File: src/core/sarc_pkg.sv
// Package with shared constants and types for the converter control block.
package sarc_pkg;
  localparam int SARC_FULL_BITS = 12;
  localparam int SARC_SHORT_BITS = 8;
  // Clock cycles spent on each bit decision.
  localparam int SARC_CYCLES_PER_BIT = 4;
  // Cycles for break-before-make gap between byte drivers.
  localparam int SARC_BBM_CYCLES = 1;
  localparam logic [11:0] SARC_RESULT_RESET = 12'h000;
  localparam logic [11:0] SARC_OE_NONE = 12'h000;
  localparam logic [11:0] SARC_OE_ALL = 12'hfff;
  localparam logic [11:0] SARC_OE_HIGH_BYTE = 12'hff0;
  localparam logic [11:0] SARC_OE_LOW_BYTE = 12'h0ff;
  localparam int SARC_DATA_BIT_THREE = 3;

  typedef enum logic [1:0] {
    SARC_IDLE = 2'b00,
    SARC_CONVERT = 2'b01
  } sarc_state_t;

  // Live control inputs after synchronisation.
  typedef struct packed {
    logic chip_enable;
    logic chip_select_n;
    logic read_convert;
    logic width_select;
    logic byte_select;
  } sarc_ctrl_t;
endpackage : sarc_pkg

File: src/core/sarc_ctrl.sv
// Control, sequencing and output-enable logic of the successive-approximation converter.
`timescale 1ns/1ps
`default_nettype none
// Summary of operation
// - The start transition captures byte_select, low giving a 12-bit and high an 8-bit conversion.
// - After an 8-bit conversion a full read shows the three lowest bits zero and data_bit_three one.
// - Only byte_select is latched at start; all other controls act live.
// - A conversion starts when enable is high, select low and read/convert low, set by the last to arrive.
// - conversion_busy is high only while a conversion runs.
// - While busy the data outputs stay disabled whatever the controls do.
// - A start request while busy is ignored and neither resets nor restarts the conversion.
// - Data outputs enable only with read/convert high, busy low, enable high and select low together.
// - With width_select high a read enables all 12 outputs and ignores byte_select.
// - With width_select low and byte_select low a read enables only the 8 top result bits.
// - With width_select low and byte_select high the top four are off, bits 4 to 7 low, 4 low bits shown.
// - When switching bytes, the old byte drivers turn off before the new ones turn on.
module sarc_ctrl
  import sarc_pkg::*;
#(
  parameter int FULL_BITS = SARC_FULL_BITS,
  parameter int SHORT_BITS = SARC_SHORT_BITS,
  parameter int CYCLES_PER_BIT = SARC_CYCLES_PER_BIT
)
(
  input wire logic sys_clk_i,
  input wire logic reset_n_i,
  input wire logic clk_en_i,
  input wire logic chip_enable_i,
  input wire logic chip_select_n_i,
  input wire logic read_convert_i,
  input wire logic width_select_i,
  input wire logic byte_select_i,
  input wire logic comparator_i,
  output logic conversion_busy_o,
  output logic [11:0] dac_code_o,
  output logic [11:0] data_o,
  output logic [11:0] data_oe_o
);
  sarc_ctrl_t ctl;
  logic start_cond;
  logic start_cond_q;
  sarc_state_t state_q;
  logic short_q;
  logic [3:0] bit_idx_q;
  logic [7:0] cyc_q;
  logic [11:0] trial_q;
  logic [11:0] result_q;
  logic busy_q;
  logic [11:0] oe_q;
  logic [11:0] data_q;
  logic [11:0] oe_target;
  logic [11:0] data_view;
  logic [3:0] last_idx;

  // Every control pin is asynchronous to sys_clk_i, so each one passes its own synchroniser.
  // All five have the same latency, so pins that move together also move together here, and a
  // start can never be built from a half-updated set of controls.
  sarc_sync #(.RESET_VAL(1'b0)) u_sync_ce (.sys_clk_i(sys_clk_i), .reset_n_i(reset_n_i), .clk_en_i(clk_en_i),
    .async_i(chip_enable_i), .sync_o(ctl.chip_enable));
  sarc_sync #(.RESET_VAL(1'b1)) u_sync_cs (.sys_clk_i(sys_clk_i), .reset_n_i(reset_n_i), .clk_en_i(clk_en_i),
    .async_i(chip_select_n_i), .sync_o(ctl.chip_select_n));
  sarc_sync #(.RESET_VAL(1'b1)) u_sync_rc (.sys_clk_i(sys_clk_i), .reset_n_i(reset_n_i), .clk_en_i(clk_en_i),
    .async_i(read_convert_i), .sync_o(ctl.read_convert));
  sarc_sync #(.RESET_VAL(1'b1)) u_sync_ws (.sys_clk_i(sys_clk_i), .reset_n_i(reset_n_i), .clk_en_i(clk_en_i),
    .async_i(width_select_i), .sync_o(ctl.width_select));
  sarc_sync #(.RESET_VAL(1'b0)) u_sync_bs (.sys_clk_i(sys_clk_i), .reset_n_i(reset_n_i), .clk_en_i(clk_en_i),
    .async_i(byte_select_i), .sync_o(ctl.byte_select));

  // Whichever qualifier arrives last makes this rise.
  assign start_cond = ctl.chip_enable && !ctl.chip_select_n && !ctl.read_convert;
  assign last_idx = short_q ? 4'(FULL_BITS - SHORT_BITS) : 4'h0;

  // Edge detector for the start condition. Its reset value matches the idle level of the
  // synchronised controls, so releasing reset cannot fake a start.
  always_ff @(posedge sys_clk_i or negedge reset_n_i)
  begin
    if (!reset_n_i)
    begin
      start_cond_q <= 1'b0;
    end
    else if (clk_en_i)
    begin
      start_cond_q <= start_cond;
    end
  end

  // Sequencer: one bit decision every CYCLES_PER_BIT clocks, MSB first.
  always_ff @(posedge sys_clk_i or negedge reset_n_i)
  begin
    if (!reset_n_i)
    begin
      state_q <= SARC_IDLE;
      short_q <= 1'b0;
      bit_idx_q <= 4'h0;
      cyc_q <= 8'h00;
      trial_q <= SARC_RESULT_RESET;
      result_q <= SARC_RESULT_RESET;
      busy_q <= 1'b0;
    end
    else if (clk_en_i)
    begin
      case (state_q)
        SARC_IDLE:
        begin
          // Starts seen while converting never reach here, so they are dropped.
          if (start_cond && !start_cond_q)
          begin
            short_q <= ctl.byte_select;
            bit_idx_q <= 4'(FULL_BITS - 1);
            cyc_q <= 8'h00;
            trial_q <= 12'h800;
            busy_q <= 1'b1;
            state_q <= SARC_CONVERT;
          end
        end
        SARC_CONVERT:
        begin
          if (cyc_q == 8'(CYCLES_PER_BIT - 1))
          begin
            cyc_q <= 8'h00;
            if (!comparator_i)
            begin
              trial_q[bit_idx_q] <= 1'b0;
            end
            if (bit_idx_q == last_idx)
            begin
              // Short result: low three bits zero, data_bit_three forced high.
              if (short_q)
              begin
                // The last decision comes straight from comparator_i, since its trial bit is
                // still being written in this same cycle.
                result_q <= {trial_q[11:5], comparator_i, 4'h0} | (12'h001 << SARC_DATA_BIT_THREE);
              end
              else
              begin
                result_q <= {trial_q[11:1], comparator_i};
              end
              busy_q <= 1'b0;
              state_q <= SARC_IDLE;
            end
            else
            begin
              trial_q[bit_idx_q - 4'h1] <= 1'b1;
              bit_idx_q <= bit_idx_q - 4'h1;
            end
          end
          else
          begin
            cyc_q <= cyc_q + 8'h01;
          end
        end
        default:
        begin
          // An illegal state code falls back to idle and clears busy.
          state_q <= SARC_IDLE;
          busy_q <= 1'b0;
        end
      endcase
    end
  end

  // Output enable decode. Nothing but byte_select is ever stored, so all other controls act
  // live here; byte_select only reaches the sequencer at the moment of a start.
  always_comb
  begin
    oe_target = SARC_OE_NONE;
    data_view = result_q;
    if (ctl.read_convert && !busy_q && ctl.chip_enable && !ctl.chip_select_n)
    begin
      if (ctl.width_select)
      begin
        oe_target = SARC_OE_ALL;
      end
      else if (!ctl.byte_select)
      begin
        oe_target = SARC_OE_HIGH_BYTE;
        data_view = {result_q[11:4], 4'h0};
      end
      else
      begin
        // Top four lines quiet, lines 7 to 4 driven low, result low nibble on lines 3 to 0, so the
        // second byte reads left justified when the low lines are strapped to the upper ones.
        oe_target = SARC_OE_LOW_BYTE;
        data_view = {8'h00, result_q[3:0]};
      end
    end
  end

  // Byte changeover goes through an all-off cycle first.
  // The price is one extra idle bus cycle, which a host reading both bytes back to back must allow.
  always_ff @(posedge sys_clk_i or negedge reset_n_i)
  begin
    if (!reset_n_i)
    begin
      oe_q <= SARC_OE_NONE;
      data_q <= SARC_RESULT_RESET;
    end
    else if (clk_en_i)
    begin
      data_q <= data_view;
      if ((oe_q != SARC_OE_NONE) && (oe_target != oe_q) && (oe_target != SARC_OE_NONE))
      begin
        oe_q <= SARC_OE_NONE;
      end
      else
      begin
        oe_q <= oe_target;
      end
    end
  end

  assign conversion_busy_o = busy_q;
  assign dac_code_o = trial_q;
  assign data_o = data_q;
  assign data_oe_o = oe_q;
endmodule // sarc_ctrl
`default_nettype wire

File: src/core/sarc_sync.sv
// Three-stage input synchroniser with agreement-based change detection.
`timescale 1ns/1ps
`default_nettype none
module sarc_sync
  import sarc_pkg::*;
#(
  parameter logic RESET_VAL = 1'b0
)
(
  input wire logic sys_clk_i,
  input wire logic reset_n_i,
  input wire logic clk_en_i,
  input wire logic async_i,
  output logic sync_o
);
  logic meta_q;
  logic s2_q;
  logic s3_q;
  logic out_q;

  always_ff @(posedge sys_clk_i or negedge reset_n_i)
  begin
    if (!reset_n_i)
    begin
      meta_q <= RESET_VAL;
      s2_q <= RESET_VAL;
      s3_q <= RESET_VAL;
      out_q <= RESET_VAL;
    end
    else if (clk_en_i)
    begin
      meta_q <= async_i;
      s2_q <= meta_q;
      s3_q <= s2_q;
      // A change counts only once the last two stages agree.
      if (s2_q == s3_q)
      begin
        out_q <= s3_q;
      end
    end
  end

  assign sync_o = out_q;
endmodule // sarc_sync
`default_nettype wire

File: config.mk
export PLATFORM = sky130hd
export DESIGN_NAME = sarc_ctrl
export DESIGN_NICKNAME = d
export VERILOG_FILES = /design/src/core/sarc_pkg.sv /design/src/core/sarc_ctrl.sv /design/src/core/sarc_sync.sv
export SDC_FILE = /design/constraint.sdc
export NUM_CORES = 1
export LEC_CHECK = 0
export BUFFER_PORTS_ARGS = -buffer_cell sky130_fd_sc_hd__buf_2
export CAP_MARGIN = 10
export CORE_ASPECT_RATIO = 0.75
export CORE_UTILIZATION = 52
export DETAILED_ROUTE_END_ITERATION = 8
export HOLD_SLACK_MARGIN = 0.06
export MAX_ROUTING_LAYER = met4
export PLACE_DENSITY = 0.86
export SLEW_MARGIN = 5
export SYNTH_ARGS = -nofsm -noshare
export SYNTH_HDL_FRONTEND = slang
export SYNTH_SLANG_ARGS = --single-unit
File: constraint.sdc
create_clock -name sys_clk_i -period 2 [get_ports sys_clk_i]
set_input_delay 0.3 -clock sys_clk_i [delete_from_list [all_inputs] [get_ports sys_clk_i]]
set_output_delay 0.3 -clock sys_clk_i [all_outputs]
set_load 0.01 [all_outputs]
* After elaboration in Yosys (flattened, before gate mapping) *
Cells that the tools add are included.

word-level totals
  bits in registers = 85
  bits in latches = 0
  RAM bits = 0
  ROM bits = 0
  bits of input ports = 9
  output and inout port bits = 37
  word-level logic and storage cells = 117
  memories kept = 0

operators by class
  add/sub/neg operators = 2
  multiply operators = 0
  divide/modulo/power cells = 0
  $lt $le $gt $ge = 4
  eq/ne operators = 13
  shift operators = 0
  mux-type cells = 36
  bitwise gates (word level) = 3
  reductions and logical operators = 29

operator list
  operator                                                                              count
  12-bit two-way mux                                                                    14
  12-bit case mux with 2 select lines                                                   1
  12-bit nonzero test                                                                   2
  8-bit two-way mux                                                                     2
  8-bit case mux with 2 select lines                                                    1
  12-bit AND                                                                            1
  4-bit two-way mux                                                                     3
  12-bit != test                                                                        1
  12-bit NOT                                                                            1
  12-bit OR                                                                             1
  4-bit AND reduction                                                                   3
  1-bit logical AND                                                                     10
  4-bit by 5-bit < comparator with 1-bit output (second input constant)                 2
  2-bit AND reduction                                                                   5
  8-bit by 1-bit adder with 8-bit output (second input constant)                        1
  1-bit demux with 4-bit select                                                         2
  8-bit by 2-bit == test with 1-bit output (second input constant)                      1
  4-bit by 1-bit greater-or-equal comparator with 1-bit output (second input constant)  2
  2-bit != test (second input constant)                                                 4
  4-bit case mux with 2 select lines                                                    1
  2-bit two-way mux                                                                     3
  3-bit AND reduction                                                                   2
  1-bit == test                                                                         5
  1-bit two-way mux                                                                     5
  other kinds (11)                                                                      14

* Logic depth before layout (Yosys ltp) *
  depth in word-level cells = 14
  mapped depth = 7

* Cells and area by module *
From an unflattened synthesis, not the netlist that was laid out.

unflattened totals
  cell total of the unflattened synthesis = 339
  area total of the unflattened synthesis = 3,572.2 sq um

modules (own cells, without submodules)
  module                     times used  cells an instance  area each (sq um)  sequential area each (sq um)
  sarc_ctrl                  1           289                2,775.2            1,351.3
  sarc_sync (u_sync_cs ...)  3           10                 161.4              105.1
  sarc_sync (u_sync_bs ...)  2           10                 156.4              100.1

* Worst setup path before layout *
Ideal clock, no wire load.

  path kind = reg2reg
  start = register bit_idx_q[0]
  end = register result_q[10]
  arrival time = 1.827 ns
  data required time = 1.875 ns
  slack = 0.048 ns
  cell stages (with the launch flop) = 7
  buffers on the path = 1
  cells stage by stage = dfrtp_1 -> inv_1 -> ha_1 -> inv_1 -> nor4_4 -> buf_6 -> mux2_4

on the way
  longest elaborated chain between the ends = 2

ends and longest elaborated chain
  item                                      line              source
  from (decl)                               sarc_ctrl.sv:44   logic [3:0] bit_idx_q;
  from (signal assigned)                    sarc_ctrl.sv:109  bit_idx_q <= 4'(FULL_BITS - 1);
  from (signal assigned)                    sarc_ctrl.sv:144  bit_idx_q <= bit_idx_q - 4'h1;
  4-bit by 3-bit == test with 1-bit output  sarc_ctrl.sv:125  if (bit_idx_q == last_idx)
  4-bit AND reduction (no line)             -
  to (signal assigned)                      sarc_ctrl.sv:132  result_q <= {trial_q[11:5], comparator_i, 4'h0} | (12'h001 << SARC_DATA_BIT_THREE);
  to (signal assigned)                      sarc_ctrl.sv:136  result_q <= {trial_q[11:1], comparator_i};
  to (decl)                                 sarc_ctrl.sv:47   logic [11:0] result_q;

Every way passes these cells.
A chain may end at the register's enable or synchronous reset.

* Worst setup path after layout *
  start = register cyc_q[1]
  end = register trial_q[0], in the netlist dac_code_o[0]

on the way
  longest elaborated chain between the ends = 3

ends and longest elaborated chain
  item                                      line              source
  from (decl)                               sarc_ctrl.sv:45   logic [7:0] cyc_q;
  from (signal assigned)                    sarc_ctrl.sv:149  cyc_q <= cyc_q + 8'h01;
  8-bit by 2-bit == test with 1-bit output  sarc_ctrl.sv:118  if (cyc_q == 8'(CYCLES_PER_BIT - 1))
  2-bit != test (no line)                   -
  4-bit AND reduction (no line)             -
  to (signal assigned)                      sarc_ctrl.sv:111  trial_q <= 12'h800;
  to (signal, indexed assignment)           sarc_ctrl.sv:123  trial_q[bit_idx_q] <= 1'b0;
  to (signal, indexed assignment)           sarc_ctrl.sv:143  trial_q[bit_idx_q - 4'h1] <= 1'b1;
  to (decl)                                 sarc_ctrl.sv:46   logic [11:0] trial_q;

Every way passes these cells.

==> summary.txt <==
Min-Delay Path Class: input port to flip-flop
PwrDens: 1060 nW/µm²
post-synthesis async set-or-reset flop share: 100%
IO Count: 46
Top FF cell, synth: dfrtp_1
post-route ant nets: 0
Worst Path Max Fanout: 8
Syn-to-layout area delta: 17.0%
max-slew violations: 0
Fin Hold WS: 0.168 ns
sequential share of power: 46.0%
switching pwr: 0.00147 W
Startpoint Class: flip-flop
Core Rows: 25
Syn Std Cell Area: 3470 µm²
Max-Cap Viols: 0
P_int: 0.00285 W
GP Congestion: 0.894
Rel. slew slack: 58.5%
synthesized flop and latch total: 74
DIE HEIGHT: 72.8 µm
Distinct cells, synth: 49
switching share of power: 34.1%
routed vias: 2,508
Layout Nets: 385
final setup vio count: 0
fin crit period: 1.88 ns
Worst Path Required: 2.22 ns
GR Overflow Total: 0
Die X-Extent: 96.4 µm
Mean Syn Cell Area: 10.9 µm²
Die ar.: 7010 µm²
core area: 6380 µm²
Max Buffers Root-to-Sink: 2
CP Capture Type: flip-flop
Clk network pwr share: 27.7%
CP arrival: 2.09 ns
Starting Density: 54.4%
worst skew pair latency: 0.36 ns
vias in the first global route: 2,349
# diodes: 0
post-route cell area: 4070 µm²
initial antenna violation count: 0
sequential share of the synthesized area: 53.7%
IO Port Bufs: 45
Setup CP Type: flip-flop to flip-flop
TritonCTS clock tree: done
Final Routed Wirelength: 6.83 mm
first-pass GRT wire length: 11.3 mm
Placed Area: 3820 µm²
status: complete, no violations
Detailed Place HPWL: 4.94 mm
fin crit share: 93.8%
Fmax: 533 MHz
number of flops mapped to enable cells by yosys: 0
TritonRoute pass-1 iters: 5
setup clock skew after layout: 0.0107 ns
syn_nets: 333
H-tree levels: 3
Hold Vio Cnt, Final: 0
maximum VDD drop: 0.422 mV
share of cells above drive strength 1: 33.3%
Syn Inst Count: 318
1st-iter DRT viols: 148
WL/cell: 15.0 µm
clk root buf: clkbuf_8
largest net degree at the start of global routing: 37
clk sinks: 74
Logic pwr share: 26.3%
yosys warns: 0
clock-pin slew on the worst setup and hold paths: 0.08 ns
clock buffer count from CTS: 9
P_leak: 1.88 nW
Residual DRC: 0
DR vias/cell: 5.50
gr usage total: 22.6%
Slew @ Worst Pin: 0.621 ns
-- routing by layer --
| metal | vias to the layer above | part of all wire [%] | global-route usage, % |
|---|---|---|---|
| met3 | 8 | 6.3 | 7.40 |
| met2 | 81 | 47 | 34.2 |
| met1 | 1205 | 46 | 28.9 |
| met5 | - | 0 | - |
| li1 | 1214 | - | - |
| met4 | 0 | 1.0 | 7.35 |
-- sequential cells by signal, indices dropped and copies added, names as in the netlist, 3 cells and up --
signal,count
data_oe_o,3
dac_code_o,12
data_o,12
cyc_q,8
result_q,12
bit_idx_q,4
-- through the flow --
| stage | total power (W) | std cells | setup TNS (ns) | util [%] | worst slack, ns |
|---|---|---|---|---|---|
| finish | 0.00432 | 456 | 0 | 63.7 | 0.125 |
| global route | 0.00458 | 456 | -0.0439 | 63.7 | -0.0126 |
| CTS | 0.00431 | 455 | 0 | 63.3 | 0.0194 |
| detailed placement | 0.00310 | 438 | 0 | 59.8 | 0.0333 |
| global placement | 0.00304 | 438 | 0 | 59.8 | 0.162 |
| floorplan | 0.00269 | 318 | 0 | - | 0.0481 |
-- placed cells by master (no fill, tap or decap), types with 2 or more instances in the layout --
| cell type | n |
|---|---|
| dfrtp_1 | 62 |
| buf_2 | 45 |
| o21ai_0 | 34 |
| mux2_2 | 23 |
| nand2_1 | 23 |
| nor2_1 | 21 |
| inv_1 | 20 |
| a21oi_1 | 20 |
| buf_4 | 15 |
| dfstp_2 | 12 |
| nand2b_1 | 9 |
| clkbuf_8 | 9 |
| o311ai_0 | 8 |
| xor2_1 | 6 |
| ha_1 | 6 |
| nor2b_1 | 4 |
| clkinv_4 | 4 |
| nand3_1 | 3 |
| o211ai_1 | 3 |
| nand4_1 | 3 |
| mux2_4 | 3 |
| nor4_4 | 2 |
| o22ai_1 | 2 |
| nor3_1 | 2 |
| a22oi_1 | 2 |
| xnor2_1 | 2 |
| nand3b_1 | 2 |
| nor3b_1 | 2 |
| buf_12 | 2 |
-- power by group through the flow --
stage / Clock [W] / Sequential, W / Combinational [W]
after floorplan: 0 / 0.00197 / 0.000719
after detailed placement: 0 / 0.00201 / 0.00108
after global placement: 0 / 0.00199 / 0.00105
after CTS: 0.00123 / 0.00198 / 0.00110
final: 0.00120 / 0.00199 / 0.00114
after global routing: 0.00129 / 0.00203 / 0.00126
-- synth_stat cells, types with 2 or more instances --
master	instances	area share, %
dfrtp_1	62	45
o21ai_0	34	4.9
nand2_1	24	2.6
mux2_2	23	7.5
nor2_1	22	2.4
a21oi_1	20	2.9
inv_1	20	2.2
dfstp_2	12	9.1
buf_4	9	1.9
nand2b_1	9	1.6
o311ai_0	8	2.0
clkbuf_1	7	0.76
ha_1	6	2.2
xor2_1	6	1.5
nor2b_1	4	0.72
buf_1	3	0.32
mux2_4	3	1.3
nand3_1	3	0.43
nand4_1	3	0.54
o211ai_1	3	0.65
a22oi_1	2	0.43
buf_2	2	0.29
nand3b_1	2	0.43
nor3_1	2	0.29
nor3b_1	2	0.43
nor4_4	2	1.2
o22ai_1	2	0.36
xnor2_1	2	0.50
-- what timing repair did --
item | CTS | global route
hold endpoints to repair | 16 | 0
hold buffers | 1 | 0
resized for setup | 0 | 4
endpoints found under the setup margin | 0 | 15
setup buffers | 0 | 1
-- cell families after synthesis --
logic type / count (synthesis) / synth area share (%)
multiplexers: 27 / 9.04
adder cells (fa/ha/maj): 6 / 2.16
XOR/XNOR: 8 / 2.02
AND/OR/NAND/NOR: 82 / 13.4
buffers and inverters: 42 / 5.80
flip-flops: 74 / 53.7
AO/OA/AOI/OAI: 79 / 13.8
-- path summary, 6_finish.rpt --
| check | startpoint | end | slack (ns) | depth (start not counted) |
|---|---|---|---|---|
| setup reg to reg | cyc_q[1] | dac_code_o[0] | 0.12 | 6 |
| hold reg to reg | result_q[11] | data_o[11] | 0.48 | 2 |
| max in group asynchronous | reset_n_i | dac_code_o[11] | 0.87 | 3 |
| setup / recovery | cyc_q[1] | dac_code_o[0] | 0.12 | 6 |
| hold / removal | chip_enable_i | u_sync_ce.meta_q | 0.17 | 2 |
| min in group asynchronous | reset_n_i | u_sync_ce.s3_q | 0.48 | 2 |
-- critical path, cell delays in order, from the launching register on --
cell,delay [ns]
dfrtp_1,0.38
ha_1,0.18
nor3b_4,0.26
nand4_4,0.17
buf_4,0.21
o311ai_0,0.35
o21ai_0,0.17
-- layout make-up --
cell class / count / area (µm²)
Clock buffer: 9 / 124
Clock inverter: 7 / 85.1
Inverter: 20 / 75.1
Fill cell: 484 / 2320
Sequential cell: 74 / 1870
Tap cell: 81 / 101
Timing Repair Buffer: 63 / 388
Multi-Input combinational cell: 202 / 1430
Note: power is estimated with default switching activity, not from simulation.
